===== config.mk =====
export PLATFORM = sky130hd
export DESIGN_NAME = stc_top
export DESIGN_NICKNAME = d
export VERILOG_FILES = /design/src/hdl/stc_pkg.sv /design/src/hdl/stc_line_counter.sv /design/src/hdl/stc_sync2.sv /design/src/hdl/stc_top.sv
export VERILOG_INCLUDE_DIRS = /design/src /design/src/hdl
export SDC_FILE = /design/constraint.sdc
export NUM_CORES = 1
export LEC_CHECK = 0
export BUFFER_PORTS_ARGS = -buffer_cell sky130_fd_sc_hd__buf_2
export CAP_MARGIN = 20
export CORE_UTILIZATION = 58
export CTS_CLUSTER_SIZE = 8
export DETAILED_ROUTE_END_ITERATION = 6
export GPL_ROUTABILITY_DRIVEN = 0
export PLACE_DENSITY = 0.81
export SYNTH_ARGS = -nofsm -noshare
export SYNTH_HDL_FRONTEND = slang
export SYNTH_SLANG_ARGS = --single-unit
export TNS_END_PERCENT = 20

===== constraint.sdc =====
create_clock -name clk -period 3.7 [get_ports clk]
set_input_delay 1.11 -clock clk [delete_from_list [all_inputs] [get_ports clk]]
set_output_delay 1.11 -clock clk [all_outputs]
set_load 0.05 [all_outputs]

===== src/hdl/stc_cfg.svh =====
`ifndef STC_CFG_SVH
`define STC_CFG_SVH

// Register offsets (word index on the plain register port)
`define STC_ADDR_CMD 4'h0
`define STC_ADDR_HOLDOFF 4'h1
`define STC_ADDR_PROGRESS_A_FIRED 4'h2
`define STC_ADDR_BTRIG 4'h3
`define STC_ADDR_BLEVEL 4'h4
`define STC_ADDR_TV 4'h5
`define STC_ADDR_VIDEO_LINE_NUMBER 4'h6
`define STC_ADDR_STATUS 4'h7
`define STC_ADDR_MINMAX 4'h8
`define STC_ADDR_EVENTS 4'h9

// Command register bits
`define STC_CMD_CLR_BIT 0
`define STC_CMD_AUTOLVL_BIT 1
`define STC_CMD_ASEC_BIT 2

// Holdoff: 0..100 with four fractional bits
`define STC_HOLDOFF_W 11
`define STC_HOLDOFF_MAX 11'h640
`define STC_HOLDOFF_RST 11'h000

// Level width (signed volts code)
`define STC_LVL_W 12

// Video line field
`define STC_VIDEO_LINE_NUMBER_W 10
`define STC_VIDEO_LINE_NUMBER_RST 10'h001
`define STC_VIDEO_LINE_NUMBER_MAX_F1 10'h107
`define STC_VIDEO_LINE_NUMBER_MAX_F2 10'h106

// Line counter start offset before field sync
`define STC_PRE_SYNC_LINES 10'h003

// Autolevel duration
`define STC_AUTOLVL_NS 1000
`define STC_CLK_NS 50
`define STC_AUTOLVL_CYC ((`STC_AUTOLVL_NS + `STC_CLK_NS - 1) / `STC_CLK_NS)

`endif


===== src/hdl/stc_pkg.sv =====
package stc_pkg;

    typedef enum logic [2:0] {
        STC_PROG_PROGRESS_A = 3'h0,
        STC_PROG_READY = 3'h1,
        STC_PROG_A_FIRED = 3'h2,
        STC_PROG_B_FIRED = 3'h3,
        STC_PROG_SAVED = 3'h4
    } stc_progress_t;

    typedef enum logic [1:0] {
        STC_FLD_ONE = 2'h0,
        STC_FLD_TWO = 2'h1,
        STC_FLD_ALT = 2'h2,
        STC_FLD_LINE = 2'h3
    } stc_field_t;

    typedef enum logic [1:0] {
        STC_AL_IDLE = 2'h0,
        STC_AL_MEASURE = 2'h1,
        STC_AL_DONE = 2'h2
    } stc_al_state_t;

endpackage : stc_pkg


===== src/hdl/stc_line_counter.sv =====
`timescale 1ns/1ps
`include "stc_cfg.svh"
module stc_line_counter import stc_pkg::*; (
    input wire logic clk,
    input wire logic rst_b,
    input wire logic enable,
    input wire logic sync_raw,
    input wire logic sync_positive,
    input wire logic field_sync,
    input wire logic field_is_two,
    input wire logic reset_first_field_only,
    input wire logic start_before_field_sync,
    input wire logic [`STC_VIDEO_LINE_NUMBER_W-1:0] target_line,
    input wire logic want_field_two,
    output logic line_hit
);
    logic sync_q;
    logic hit_q;
    logic [`STC_VIDEO_LINE_NUMBER_W-1:0] count_q;
    logic sync_pulse;
    logic sync_edge;
    logic do_reset;

    // Sync polarity relative to baseline
    assign sync_pulse = sync_positive ? sync_raw : ~sync_raw;
    assign sync_edge = sync_pulse & ~sync_q;
    assign do_reset = field_sync & (~field_is_two | ~reset_first_field_only);

    always_ff @(posedge clk) begin
        if (!rst_b) begin
            sync_q <= 1'b0;
            count_q <= '0;
            hit_q <= 1'b0;
        end else begin
            sync_q <= sync_pulse;
            hit_q <= 1'b0;
            if (!enable) begin
                count_q <= '0;
            end else if (do_reset) begin
                count_q <= start_before_field_sync ? `STC_PRE_SYNC_LINES : '0;
            end else if (sync_edge) begin
                count_q <= count_q + 1'b1;
                hit_q <= (count_q + 1'b1 == target_line) && (field_is_two == want_field_two);
            end
        end
    end

    assign line_hit = hit_q;
endmodule : stc_line_counter


===== src/hdl/stc_sync2.sv =====
`timescale 1ns/1ps
module stc_sync2 #(
    parameter int W = 1
) (
    input wire logic clk,
    input wire logic rst_b,
    input wire logic [W-1:0] async_in,
    output logic [W-1:0] sync_out
);
    logic [W-1:0] meta_q;
    logic [W-1:0] sync_q;

    always_ff @(posedge clk) begin
        if (!rst_b) begin
            meta_q <= '0;
            sync_q <= '0;
        end else begin
            meta_q <= async_in;
            sync_q <= meta_q;
        end
    end

    assign sync_out = sync_q;
endmodule : stc_sync2


===== src/hdl/stc_top.sv =====
// Implementation choices: the register addresses and strobed register access.
`timescale 1ns/1ps
`include "stc_cfg.svh"
module stc_top import stc_pkg::*; (
    input wire logic clk,
    input wire logic rst_b,
    input wire logic [3:0] addr,
    input wire logic [31:0] wdata,
    input wire logic wr,
    input wire logic rd,
    output logic [31:0] rdata,
    input wire logic hw_ready,
    input wire logic hw_a_fired,
    input wire logic hw_b_fired,
    input wire logic hw_saved,
    input wire logic [`STC_LVL_W-1:0] sig_level,
    input wire logic knob_step,
    input wire logic knob_up,
    input wire logic video_option_present,
    input wire logic word_probe_present,
    input wire logic video_interlaced,
    input wire logic video_sync,
    input wire logic video_field_sync,
    input wire logic video_field_two,
    input wire logic b_trigger_in,
    output logic [`STC_HOLDOFF_W-1:0] holdoff_setting,
    output logic [`STC_LVL_W-1:0] main_level,
    output logic [`STC_LVL_W-1:0] delayed_level,
    output logic status_show_delayed,
    output logic triggered_after_main,
    output logic b_sweep_go,
    output logic external_sample_clock,
    output logic sample_strobe,
    output logic back_porch_clamp,
    output logic video_line_trigger,
    output logic service_request,
    output logic [1:0] srq_cause
);
    typedef struct packed {
        logic [`STC_HOLDOFF_W-1:0] holdoff;
        logic knob_b;
        logic [`STC_LVL_W-1:0] a_level;
        logic [`STC_LVL_W-1:0] b_level;
        logic [2:0] b_source;
        logic [2:0] b_coupling;
        logic b_slope;
        logic [4:0] b_position;
        logic trig_after;
        logic ext_clk;
        stc_progress_t progress;
        stc_al_state_t al_state;
        logic [`STC_LVL_W-1:0] sig_min;
        logic [`STC_LVL_W-1:0] sig_max;
        logic [7:0] al_cnt;
        logic minmax_valid;
        stc_field_t interlaced_field_choice;
        logic nic_line;
        logic clamp;
        logic [`STC_VIDEO_LINE_NUMBER_W-1:0] video_line_number;
        logic lcnt_reset_first_field_only;
        logic lcnt_start_before_field_sync;
        logic sync_pos;
        logic tv_selected;
        logic warn_en;
        logic err_en;
        logic warn_flag;
        logic err_flag;
        logic b_progress_a;
        logic b_clk_q;
        logic [31:0] rdata;
    } stc_state_t;

    stc_state_t s_q;
    stc_state_t s_d;
    logic [5:0] pins_sync;
    logic line_hit;

    function automatic logic [`STC_LVL_W-1:0] stc_mid(
        input logic [`STC_LVL_W-1:0] a,
        input logic [`STC_LVL_W-1:0] b
    );
        logic [`STC_LVL_W:0] sum;
        sum = {a[`STC_LVL_W-1], a} + {b[`STC_LVL_W-1], b};
        return sum[`STC_LVL_W:1];
    endfunction : stc_mid

    function automatic logic [`STC_LVL_W-1:0] stc_step(
        input logic [`STC_LVL_W-1:0] lvl,
        input logic up
    );
        return up ? lvl + 1'b1 : lvl - 1'b1;
    endfunction : stc_step

    stc_sync2 #(.W(6)) u_sync (
        .clk(clk),
        .rst_b(rst_b),
        .async_in({knob_step, knob_up, video_interlaced, video_sync,
                   video_field_sync, b_trigger_in}),
        .sync_out(pins_sync)
    );

    stc_line_counter u_lines (
        .clk(clk),
        .rst_b(rst_b),
        .enable(s_q.tv_selected & video_option_present),
        .sync_raw(pins_sync[2]),
        .sync_positive(s_q.sync_pos),
        .field_sync(pins_sync[1]),
        .field_is_two(video_field_two),
        .reset_first_field_only(s_q.lcnt_reset_first_field_only),
        .start_before_field_sync(s_q.lcnt_start_before_field_sync),
        .target_line(s_q.video_line_number),
        .want_field_two(pins_sync[3] ? (s_q.interlaced_field_choice != STC_FLD_ONE) : 1'b0),
        .line_hit(line_hit)
    );

    always_comb begin
        logic [`STC_VIDEO_LINE_NUMBER_W-1:0] maxline;
        maxline = '0;
        s_d = s_q;
        s_d.rdata = '0;
        s_d.b_clk_q = pins_sync[0];

        // Progress tracker moves only forward until the clear command returns it to STC_PROG_PROGRESS_A
        if (hw_saved && s_q.progress < STC_PROG_SAVED) begin
            s_d.progress = STC_PROG_SAVED;
        end else if (hw_b_fired && s_q.progress < STC_PROG_B_FIRED) begin
            s_d.progress = STC_PROG_B_FIRED;
        end else if (hw_a_fired && s_q.progress < STC_PROG_A_FIRED) begin
            s_d.progress = STC_PROG_A_FIRED;
        end else if (hw_ready && s_q.progress < STC_PROG_READY) begin
            s_d.progress = STC_PROG_READY;
        end

        // Knob adjusts the selected trigger level
        if (pins_sync[5]) begin
            if (s_q.knob_b) begin
                s_d.b_level = stc_step(s_q.b_level, pins_sync[4]);
            end else begin
                s_d.a_level = stc_step(s_q.a_level, pins_sync[4]);
            end
        end

        // Delayed sweep arming
        if (hw_a_fired) begin
            s_d.b_progress_a = 1'b1;
        end else if (hw_saved) begin
            s_d.b_progress_a = 1'b0;
        end

        case (s_q.al_state)
            STC_AL_IDLE: begin
            end
            STC_AL_MEASURE: begin
                if ($signed(sig_level) < $signed(s_q.sig_min)) begin
                    s_d.sig_min = sig_level;
                end
                if ($signed(sig_level) > $signed(s_q.sig_max)) begin
                    s_d.sig_max = sig_level;
                end
                s_d.al_cnt = s_q.al_cnt - 1'b1;
                if (s_q.al_cnt == 8'h01) begin
                    s_d.al_state = STC_AL_DONE;
                end
            end
            STC_AL_DONE: begin
                s_d.a_level = stc_mid(s_q.sig_max, s_q.sig_min);
                s_d.minmax_valid = 1'b1;
                s_d.al_state = STC_AL_IDLE;
            end
            default: begin
                s_d.al_state = STC_AL_IDLE;
            end
        endcase

        // Events from the line-range check
        maxline = pins_sync[3] && s_q.interlaced_field_choice == STC_FLD_ALT ?
                  `STC_VIDEO_LINE_NUMBER_MAX_F2 : `STC_VIDEO_LINE_NUMBER_MAX_F1;

        if (wr) begin
            s_d.minmax_valid = 1'b0;
            case (addr)
                `STC_ADDR_CMD: begin
                    if (wdata[`STC_CMD_CLR_BIT]) begin
                        s_d.progress = STC_PROG_PROGRESS_A;
                    end
                    if (wdata[`STC_CMD_AUTOLVL_BIT]) begin
                        s_d.al_state = STC_AL_MEASURE;
                        s_d.al_cnt = 8'(`STC_AUTOLVL_CYC);
                        s_d.sig_min = sig_level;
                        s_d.sig_max = sig_level;
                    end
                    if (wdata[`STC_CMD_ASEC_BIT]) begin
                        s_d.holdoff = `STC_HOLDOFF_RST;
                    end
                end
                `STC_ADDR_HOLDOFF: begin
                    if (wdata[31]) begin
                        s_d.holdoff = '0;
                        s_d.warn_flag = s_q.warn_en | s_q.warn_flag;
                    end else if (|wdata[30:`STC_HOLDOFF_W]
                                 || wdata[`STC_HOLDOFF_W-1:0] > `STC_HOLDOFF_MAX) begin
                        s_d.holdoff = `STC_HOLDOFF_MAX;
                        s_d.warn_flag = s_q.warn_en | s_q.warn_flag;
                    end else begin
                        s_d.holdoff = wdata[`STC_HOLDOFF_W-1:0];
                    end
                end
                `STC_ADDR_PROGRESS_A_FIRED: begin
                    s_d.a_level = wdata[`STC_LVL_W-1:0];
                    s_d.knob_b = wdata[16];
                end
                `STC_ADDR_BTRIG: begin
                    s_d.trig_after = wdata[0];
                    s_d.ext_clk = wdata[1];
                    s_d.b_slope = wdata[2];
                    s_d.b_position = (wdata[12:8] == 5'h00) ? 5'h01 :
                                     (wdata[12:8] > 5'h1E) ? 5'h1E : wdata[12:8];
                    if (wdata[6:4] != 3'h2 || word_probe_present) begin
                        s_d.b_source = wdata[6:4];
                    end else begin
                        s_d.warn_flag = s_q.warn_en | s_q.warn_flag;
                    end
                    if (wdata[18:16] < 3'h5) begin
                        s_d.b_coupling = wdata[18:16];
                    end else begin
                        s_d.err_flag = s_q.err_en | s_q.err_flag;
                    end
                end
                `STC_ADDR_BLEVEL: begin
                    s_d.b_level = wdata[`STC_LVL_W-1:0];
                end
                `STC_ADDR_TV, `STC_ADDR_VIDEO_LINE_NUMBER: begin
                    if (!video_option_present) begin
                        s_d.err_flag = s_q.err_en | s_q.err_flag;
                    end else if (addr == `STC_ADDR_VIDEO_LINE_NUMBER) begin
                        s_d.video_line_number = wdata[`STC_VIDEO_LINE_NUMBER_W-1:0];
                    end else begin
                        s_d.interlaced_field_choice = stc_field_t'(wdata[1:0]);
                        s_d.nic_line = wdata[2];
                        s_d.clamp = wdata[3];
                        s_d.lcnt_reset_first_field_only = wdata[4];
                        s_d.lcnt_start_before_field_sync = wdata[5];
                        s_d.sync_pos = wdata[6];
                        s_d.tv_selected = wdata[7];
                        if (wdata[7] && !s_q.tv_selected
                            && (s_q.video_line_number == '0 || s_q.video_line_number > maxline)) begin
                            s_d.warn_flag = s_q.warn_en | s_q.warn_flag;
                        end
                    end
                end
                `STC_ADDR_EVENTS: begin
                    s_d.warn_en = wdata[0];
                    s_d.err_en = wdata[1];
                    if (wdata[8]) begin
                        s_d.warn_flag = 1'b0;
                    end
                    if (wdata[9]) begin
                        s_d.err_flag = 1'b0;
                    end
                end
                default: begin
                end
            endcase
        end

        // Read data is registered and stands for one cycle
        if (rd) begin
            case (addr)
                `STC_ADDR_HOLDOFF: s_d.rdata = 32'(s_q.holdoff);
                `STC_ADDR_PROGRESS_A_FIRED: s_d.rdata = {15'h0000, s_q.knob_b, 4'h0, s_q.a_level};
                `STC_ADDR_BTRIG: s_d.rdata = {13'h0000, s_q.b_coupling, 3'h0, s_q.b_position,
                                              1'b0, s_q.b_source, 1'b0, s_q.b_slope,
                                              s_q.ext_clk, s_q.trig_after};
                `STC_ADDR_BLEVEL: s_d.rdata = 32'(s_q.b_level);
                `STC_ADDR_TV: s_d.rdata = {24'h000000, s_q.tv_selected, s_q.sync_pos,
                                           s_q.lcnt_start_before_field_sync, s_q.lcnt_reset_first_field_only, s_q.clamp,
                                           s_q.nic_line, s_q.interlaced_field_choice};
                `STC_ADDR_VIDEO_LINE_NUMBER: s_d.rdata = 32'(s_q.video_line_number);
                `STC_ADDR_STATUS: s_d.rdata = {23'h000000, s_q.minmax_valid,
                                               s_q.al_state != STC_AL_IDLE,
                                               pins_sync[3],
                                               s_q.knob_b, 2'h0, s_q.progress};
                `STC_ADDR_MINMAX: s_d.rdata = {4'h0, s_q.sig_max, 4'h0, s_q.sig_min};
                `STC_ADDR_EVENTS: s_d.rdata = {22'h000000, s_q.err_flag, s_q.warn_flag,
                                               6'h00, s_q.err_en, s_q.warn_en};
                default: s_d.rdata = '0;
            endcase
        end

        // Events are raised only by writes to other registers, so a clear never meets a new event in the same cycle
    end

    // Line, position, coupling and mode leave reset at nonzero defaults
    always_ff @(posedge clk) begin
        if (!rst_b) begin
            s_q <= '0;
            s_q.video_line_number <= `STC_VIDEO_LINE_NUMBER_RST;
            s_q.b_position <= 5'h10;
            s_q.b_coupling <= 3'h1;
            s_q.trig_after <= 1'b1;
        end else begin
            s_q <= s_d;
        end
    end

    assign rdata = s_q.rdata;
    assign holdoff_setting = s_q.holdoff;
    assign main_level = (s_q.clamp && s_q.tv_selected) ? '0 : s_q.a_level;
    assign delayed_level = s_q.b_level;
    assign status_show_delayed = s_q.knob_b;
    assign triggered_after_main = s_q.trig_after;
    assign b_sweep_go = s_q.b_progress_a & (~s_q.trig_after | pins_sync[0]);
    assign external_sample_clock = s_q.ext_clk;
    assign sample_strobe = s_q.ext_clk & pins_sync[0] & ~s_q.b_clk_q;
    assign back_porch_clamp = s_q.clamp;
    assign video_line_trigger = line_hit &
        (pins_sync[3] || s_q.interlaced_field_choice == STC_FLD_ONE || !s_q.nic_line);
    assign service_request = s_q.warn_flag | s_q.err_flag;
    assign srq_cause = {s_q.err_flag, s_q.warn_flag};
endmodule : stc_top


# After elaboration in Yosys (flattened, before gate mapping)

Index checks and enable logic that the tools add are counted.

Flip-flop bits (word level): 168
Input bits: 65
Output and inout port bits: 77
Logic and storage cells: 204

$add $sub $neg: 7
Magnitude comparators: 10
Eq/ne operators: 26
Muxes and demuxes: 59
Bitwise gates (word level): 22
Reductions and logical operators: 44

Operators with widths:

| operator                                               | count |
|---|---|
| case mux 28 bit (9 select lines)                       | 1 |
| two-way mux 12 bit                                     | 10 |
| two-way mux 98 bit                                     | 1 |
| two-way mux 37 bit                                     | 1 |
| two-way mux 18 bit                                     | 2 |
| two-way mux 34 bit                                     | 1 |
| two-way mux 11 bit                                     | 3 |
| two-way mux 32 bit                                     | 1 |
| two-way mux 10 bit                                     | 3 |
| adder 12 x 1 -> 12 bit (second input constant)         | 2 |
| two-way mux 24 bit                                     | 1 |
| subtractor 12 x 1 -> 12 bit (second input constant)    | 2 |
| case mux 11 bit (2 select lines)                       | 1 |
| two-way mux 3 bit                                      | 7 |
| OR reduction 20 bit                                    | 1 |
| inequality test 2 bit (second input constant)          | 9 |
| equality test 4 x 3 -> 1 bit (second input constant)   | 4 |
| two-way mux 1 bit                                      | 16 |
| two-way mux 14 bit                                     | 1 |
| adder 12 x 12 -> 13 bit                                | 1 |
| greater-than comparator 12 bit                         | 1 |
| less-than comparator 12 bit                            | 1 |
| greater-than comparator 11 bit (second input constant) | 1 |
| adder 10 x 1 -> 10 bit (second input constant)         | 1 |
| 42 further kinds                                       | 96 |

# Longest topological paths before layout

Word-level depth: 11
Gate-level depth with buffers: 10
Gate-level depth less buffers: 9

# Cells and area by module

Synthesis repeated with hierarchy kept, for this count alone.

Cell total of the unflattened synthesis: 1,212
Area total of the unflattened synthesis: 9,882.0 sq um

By module, submodules not included:

| module           | instances | cells an instance | area an instance (sq um) | seq. area each (sq um) |
|---|---|---|---|---|
| stc_top          | 1         | 1,085             | 8,695.8                  | 2,742.6 |
| stc_line_counter | 1         | 102               | 849.6                    | 240.2 |
| stc_sync2        | 1         | 25                | 336.6                    | 240.2 |

# Least setup slack after synthesis

No wires, ideal clock.

Path type: input -> register
Start point: input sig_level[11]
End point: register s_q[67] (netlist bit)
Setup time: 0.072 ns
Arrival: 2.850 ns
Data required time: 3.628 ns
Setup slack: 0.778 ns
Stages on the path: 9
Cells stage by stage: ha_1 nand4_1 nor2_1 o21ai_0 o211ai_1 mux2_2 a21boi_1 buf_4 mux2i_1

Word-level cells in the longest chain between the ends: 6

Ends and longest elaborated chain:

| item                             | RTL line       | source |
|---|---|---|
| start, declared                  | stc_top.sv:16  | `` input wire logic [`STC_LVL_W-1:0] sig_level, `` |
| greater-than comparator 12 bit * | stc_top.sv:158 | `if ($signed(sig_level) > $signed(s_q.sig_max)) begin` |
| two-way mux 12 bit *             | stc_top.sv:158 |  |
| two-way mux 32 bit *             | stc_top.sv:151 | `case (s_q.al_state)` |
| two-way mux 34 bit               | stc_top.sv:187 | `` if (wdata[`STC_CMD_AUTOLVL_BIT]) begin `` |
| two-way mux 37 bit               | stc_top.sv:182 | `case (addr)` |
| two-way mux 98 bit *             | stc_top.sv:180 | `if (wr) begin` |
| end, declared                    | stc_top.sv:73  | `stc_state_t s_q;` |

Mark *: on every way between the ends. The rest lies on a longest branch, timed or not.
A chain may end at the register's enable or synchronous reset.

# Final worst setup path

Start point: input addr[2]
End point: register s_q[103] (netlist bit)

Word-level cells in the longest chain between the ends: 2

Ends and longest elaborated chain:

| item                                 | RTL line       | source |
|---|---|---|
| start, declared                      | stc_top.sv:7   | `input wire logic [3:0] addr,` |
| equality test 4 x 2 -> 1 bit         | stc_top.sv:182 |  |
| AND reduction 3 bit (no source line) | n/a            |  |

Every way passes these cells.

==> flow_summary.yaml <==
sta:
  skew_ns: 0.00579
  tightest_slew_ns: 1.04
  fin_tns_setup_ns: 0
  drv_slew: 0
  max_freq_ghz: 0.355
  finalCritPeriodShare_pct: 76.1
  relSlewSlack_pct: 30.4
  hold_violations: 0
  rsz0062_at_grt: "no"
  setup_viol: 0
  period_minus_slack_ns: 2.82
logic_synthesis:
  synthAdderAreaFrac_pct: 8.25
  synth_top_area_share_pct: 33.9
  ys_warn_count: 0
  synthMuxAreaShare_pct: 4.22
  synth_area_um2: 9520
  synth.distinct_cells: 66
  yosysTopAreaCell: "dfxtp_1"
  synth-compound-area-share_pct: 18.9
  synth_cells: 1165
  synth-xor-area-share_pct: 5.80
  yosys-top-cells-area: "dfxtp_1 (34%), ha_1 (7.6%), nand2_1 (6.0%)"
  synth-seq-cells: 161
  synthTopCellsByCount: "dfxtp_1 (161), nand2_1 (153), nor2_1 (87), a21oi_1 (78)"
  synth_edf_count: 0
  yosysMostFrequentCell: "dfxtp_1"
  yosys.area_share.simple_pct: 20.1
  synth_top_family_by_area: "simple AND/OR/NAND/NOR gates"
  yosysSeqAreaShare_pct: 33.9
  synth.avg_cell_area_um2: 8.17
  synthArstFlopShare_pct: 0
  ys.flop_type: "dfxtp_1"
clock_tree:
  cts_buffers: 17
  h-tree-depth: 4
  clock_latency_ns: 0.44
  cts_sinks: 161
  post_cts_buffers: 0
  clk_pin_slew_ns: 0.07
  cts-resized-gates: 0
  cts-root-buf: "clkbuf_16"
  clockBufferDepth: 2
  cts.hold.buffers_added: 0
  tritoncts: "built"
floorplan:
  die_w_um: 130
  ios: 142
  fp.coreArea_um2: 15900
  initial_core_util_pct: 59.7
  dieArea_um2: 16900
  die_height_um: 130
  rows: 46
global_routing:
  antenna_found_initial: 2
  grt_pass1_wl_um: 43900
  track_usage_pct: 34.3
  grt_max_degree: 56
  grt_remaining_overflow: 0
  grt_pass1_vias: 8132
worst_setup_path:
  cp-end-kind: "flop"
  start_kind: "input pin"
  crit_required_ns: 4.07
  critPathMaxFanout: 17
  worstPathArrival_ns: 3.19
  worstPathCellList: "buf_2 -> nor2_1 -> and3_1 -> nand2_1 -> nor2_1 -> o21ai_0 -> a21oi_1"
  max_stage_delay_ns: 0.56
  crit_buf_inv: 1
  crit_type: "in -> reg"
  crit_slowest_cell: "and3_1"
  path_delay_family: "simple AND/OR/NAND/NOR gates"
  crit_top_cell: "nor2_1"
route:
  vias_per_cell: 6.22
  drc: 59
  ant_nets: 0
  via_count: 9049
  firstDrtPassIters: 7
  drt_iter0_drc: 1344
  wirelength_um: 28300
  wl_per_cell_um: 19.5
cells_and_area:
  n_fill_cell: 1338
  finalNonFillerCells: 1455
  syn2layout_area_growth_pct: 10.6
  nNetsFinal: 1351
  drive_above_1_share_pct: 15.3
pwr:
  switchingPower_mw: 1.20
  p_comb_share_pct: 13.5
  pwr-share-clk_pct: 42.9
  power.density_nw_per_um2: 395
  p_seq_share_pct: 43.6
  ir_worst_vdd_mv: 0.416
  sw_frac_of_total_pct: 28.8
  power_leakage_nw: 4.52
  p_int_mw: 2.96
place:
  hpwl_um: 20800
  numPortBuffers: 134
  dpl.cell_count: 1422
outcome:
  failed_checks: "DRC"
  outcome: "complete, but fails checks"
worst_hold_path:
  hold_class: "reg -> reg"
run:
  drv_cap: 0
[logic make-up after synthesis]
logic type / after synthesis
AND/OR/NAND/NOR: 407
other: 1
adder cells (fa/ha/maj): 61
XOR/XNOR: 63
buffers and inverters: 160
AO/OA/AOI/OAI: 272
multiplexers: 40
flip-flops: 161
[per-stage QoR]
stage	utilization [%]	hold slack, ns	worst slack, ns	area [µm²]	total power [mW]
after floorplan	-	0.410	0.778	9540	2.24
after global placement	62.3	0.416	0.628	9930	2.39
after detailed placement	62.3	0.418	0.526	9930	2.40
after CTS	66.0	0.434	0.937	10500	4.14
after global routing	66.0	0.452	0.694	10500	4.30
final	66.1	0.434	0.884	10500	4.16
[power by group through the flow]
stage	combinational, mW	sequential (mW)	clock (mW)
floorplan	0.410	1.83	0
global placement	0.541	1.85	0
detailed placement	0.548	1.85	0
CTS	0.552	1.81	1.78
global route	0.616	1.81	1.87
finish	0.564	1.81	1.78
[registers in the layout, summed over array words and instances (netlist names)]
register,cells
u_lines.count_q,10
u_sync.meta_q,6
status_show_delayed,1
back_porch_clamp,1
u_lines.line_hit,1
srq_cause,2
delayed_level,12
u_sync.sync_out,6
u_lines.sync_q,1
holdoff_setting,11
triggered_after_main,1
rdata,25
s_q,83
external_sample_clock,1
[path summary, 6_finish.rpt]
kind                                 start                       endpoint  slack [ns]  cells after the start
max                                addr[2]          s_q[103]$_SDFFE_PN0P_        0.88                      7
min            u_sync.meta_q[4]$_SDFF_PN0_  u_sync.sync_out[4]$_SDFF_PN0_        0.43                      1
max reg2reg  u_sync.sync_out[4]$_SDFF_PN0_    delayed_level[8]$_SDFF_PN0_        0.96                     10
min reg2reg    u_sync.meta_q[4]$_SDFF_PN0_  u_sync.sync_out[4]$_SDFF_PN0_        0.43                      1
[final cells by class]
| class | instances | area [µm²] | area share (%) |
|---|---|---|---|
| flip-flops and latches | 161 | 3220 | 30.6 |
| repair buffers | 151 | 798 | 7.58 |
| well taps | 216 | 270 | 2.57 |
| inverters | 44 | 165 | 1.57 |
| multi-input cells | 850 | 5480 | 52.0 |
| clock buffers | 19 | 453 | 4.30 |
| diodes | 1 | 2.50 | 0.0238 |
| clock inverters | 13 | 144 | 1.37 |
[worst register-to-register path, cell delays in order, from the launching register on]
cell	delay [ns]
dfxtp_1	0.49
inv_1	0.10
buf_4	0.19
fa_1	0.41
a21o_1	0.18
a21oi_1	0.26
o21bai_1	0.12
a211o_1	0.31
a31oi_1	0.22
mux2i_1	0.22
a31oi_1	0.09
[layout by cell type (no fill, tap or decap), drive strengths merged, types with 7 or more instances in the layout]
master	netlist	routed
a21o	16	16
clkbuf	46	19
a211oi	13	13
a22oi	29	29
nor2	87	87
and3	16	16
a31oi	23	23
buf	70	151
conb	1	7
nand4	15	15
xor2	25	25
nor4	8	8
mux2i	39	39
xnor2	38	38
and2	30	30
a222oi	7	7
o211ai	11	11
dfxtp	161	161
inv	44	51
nand2	153	153
nand3	23	23
a21oi	78	78
nand2b	15	15
nor3	29	29
o21ai	39	39
ha	58	58
[per-layer routing]
metal	part of all wire, %	track usage [%]
met4	3.8	15.1
met2	42	49.9
met3	13	11.3
met5	0	0
met1	41	46.0
Power figures use the tool's default switching activity.
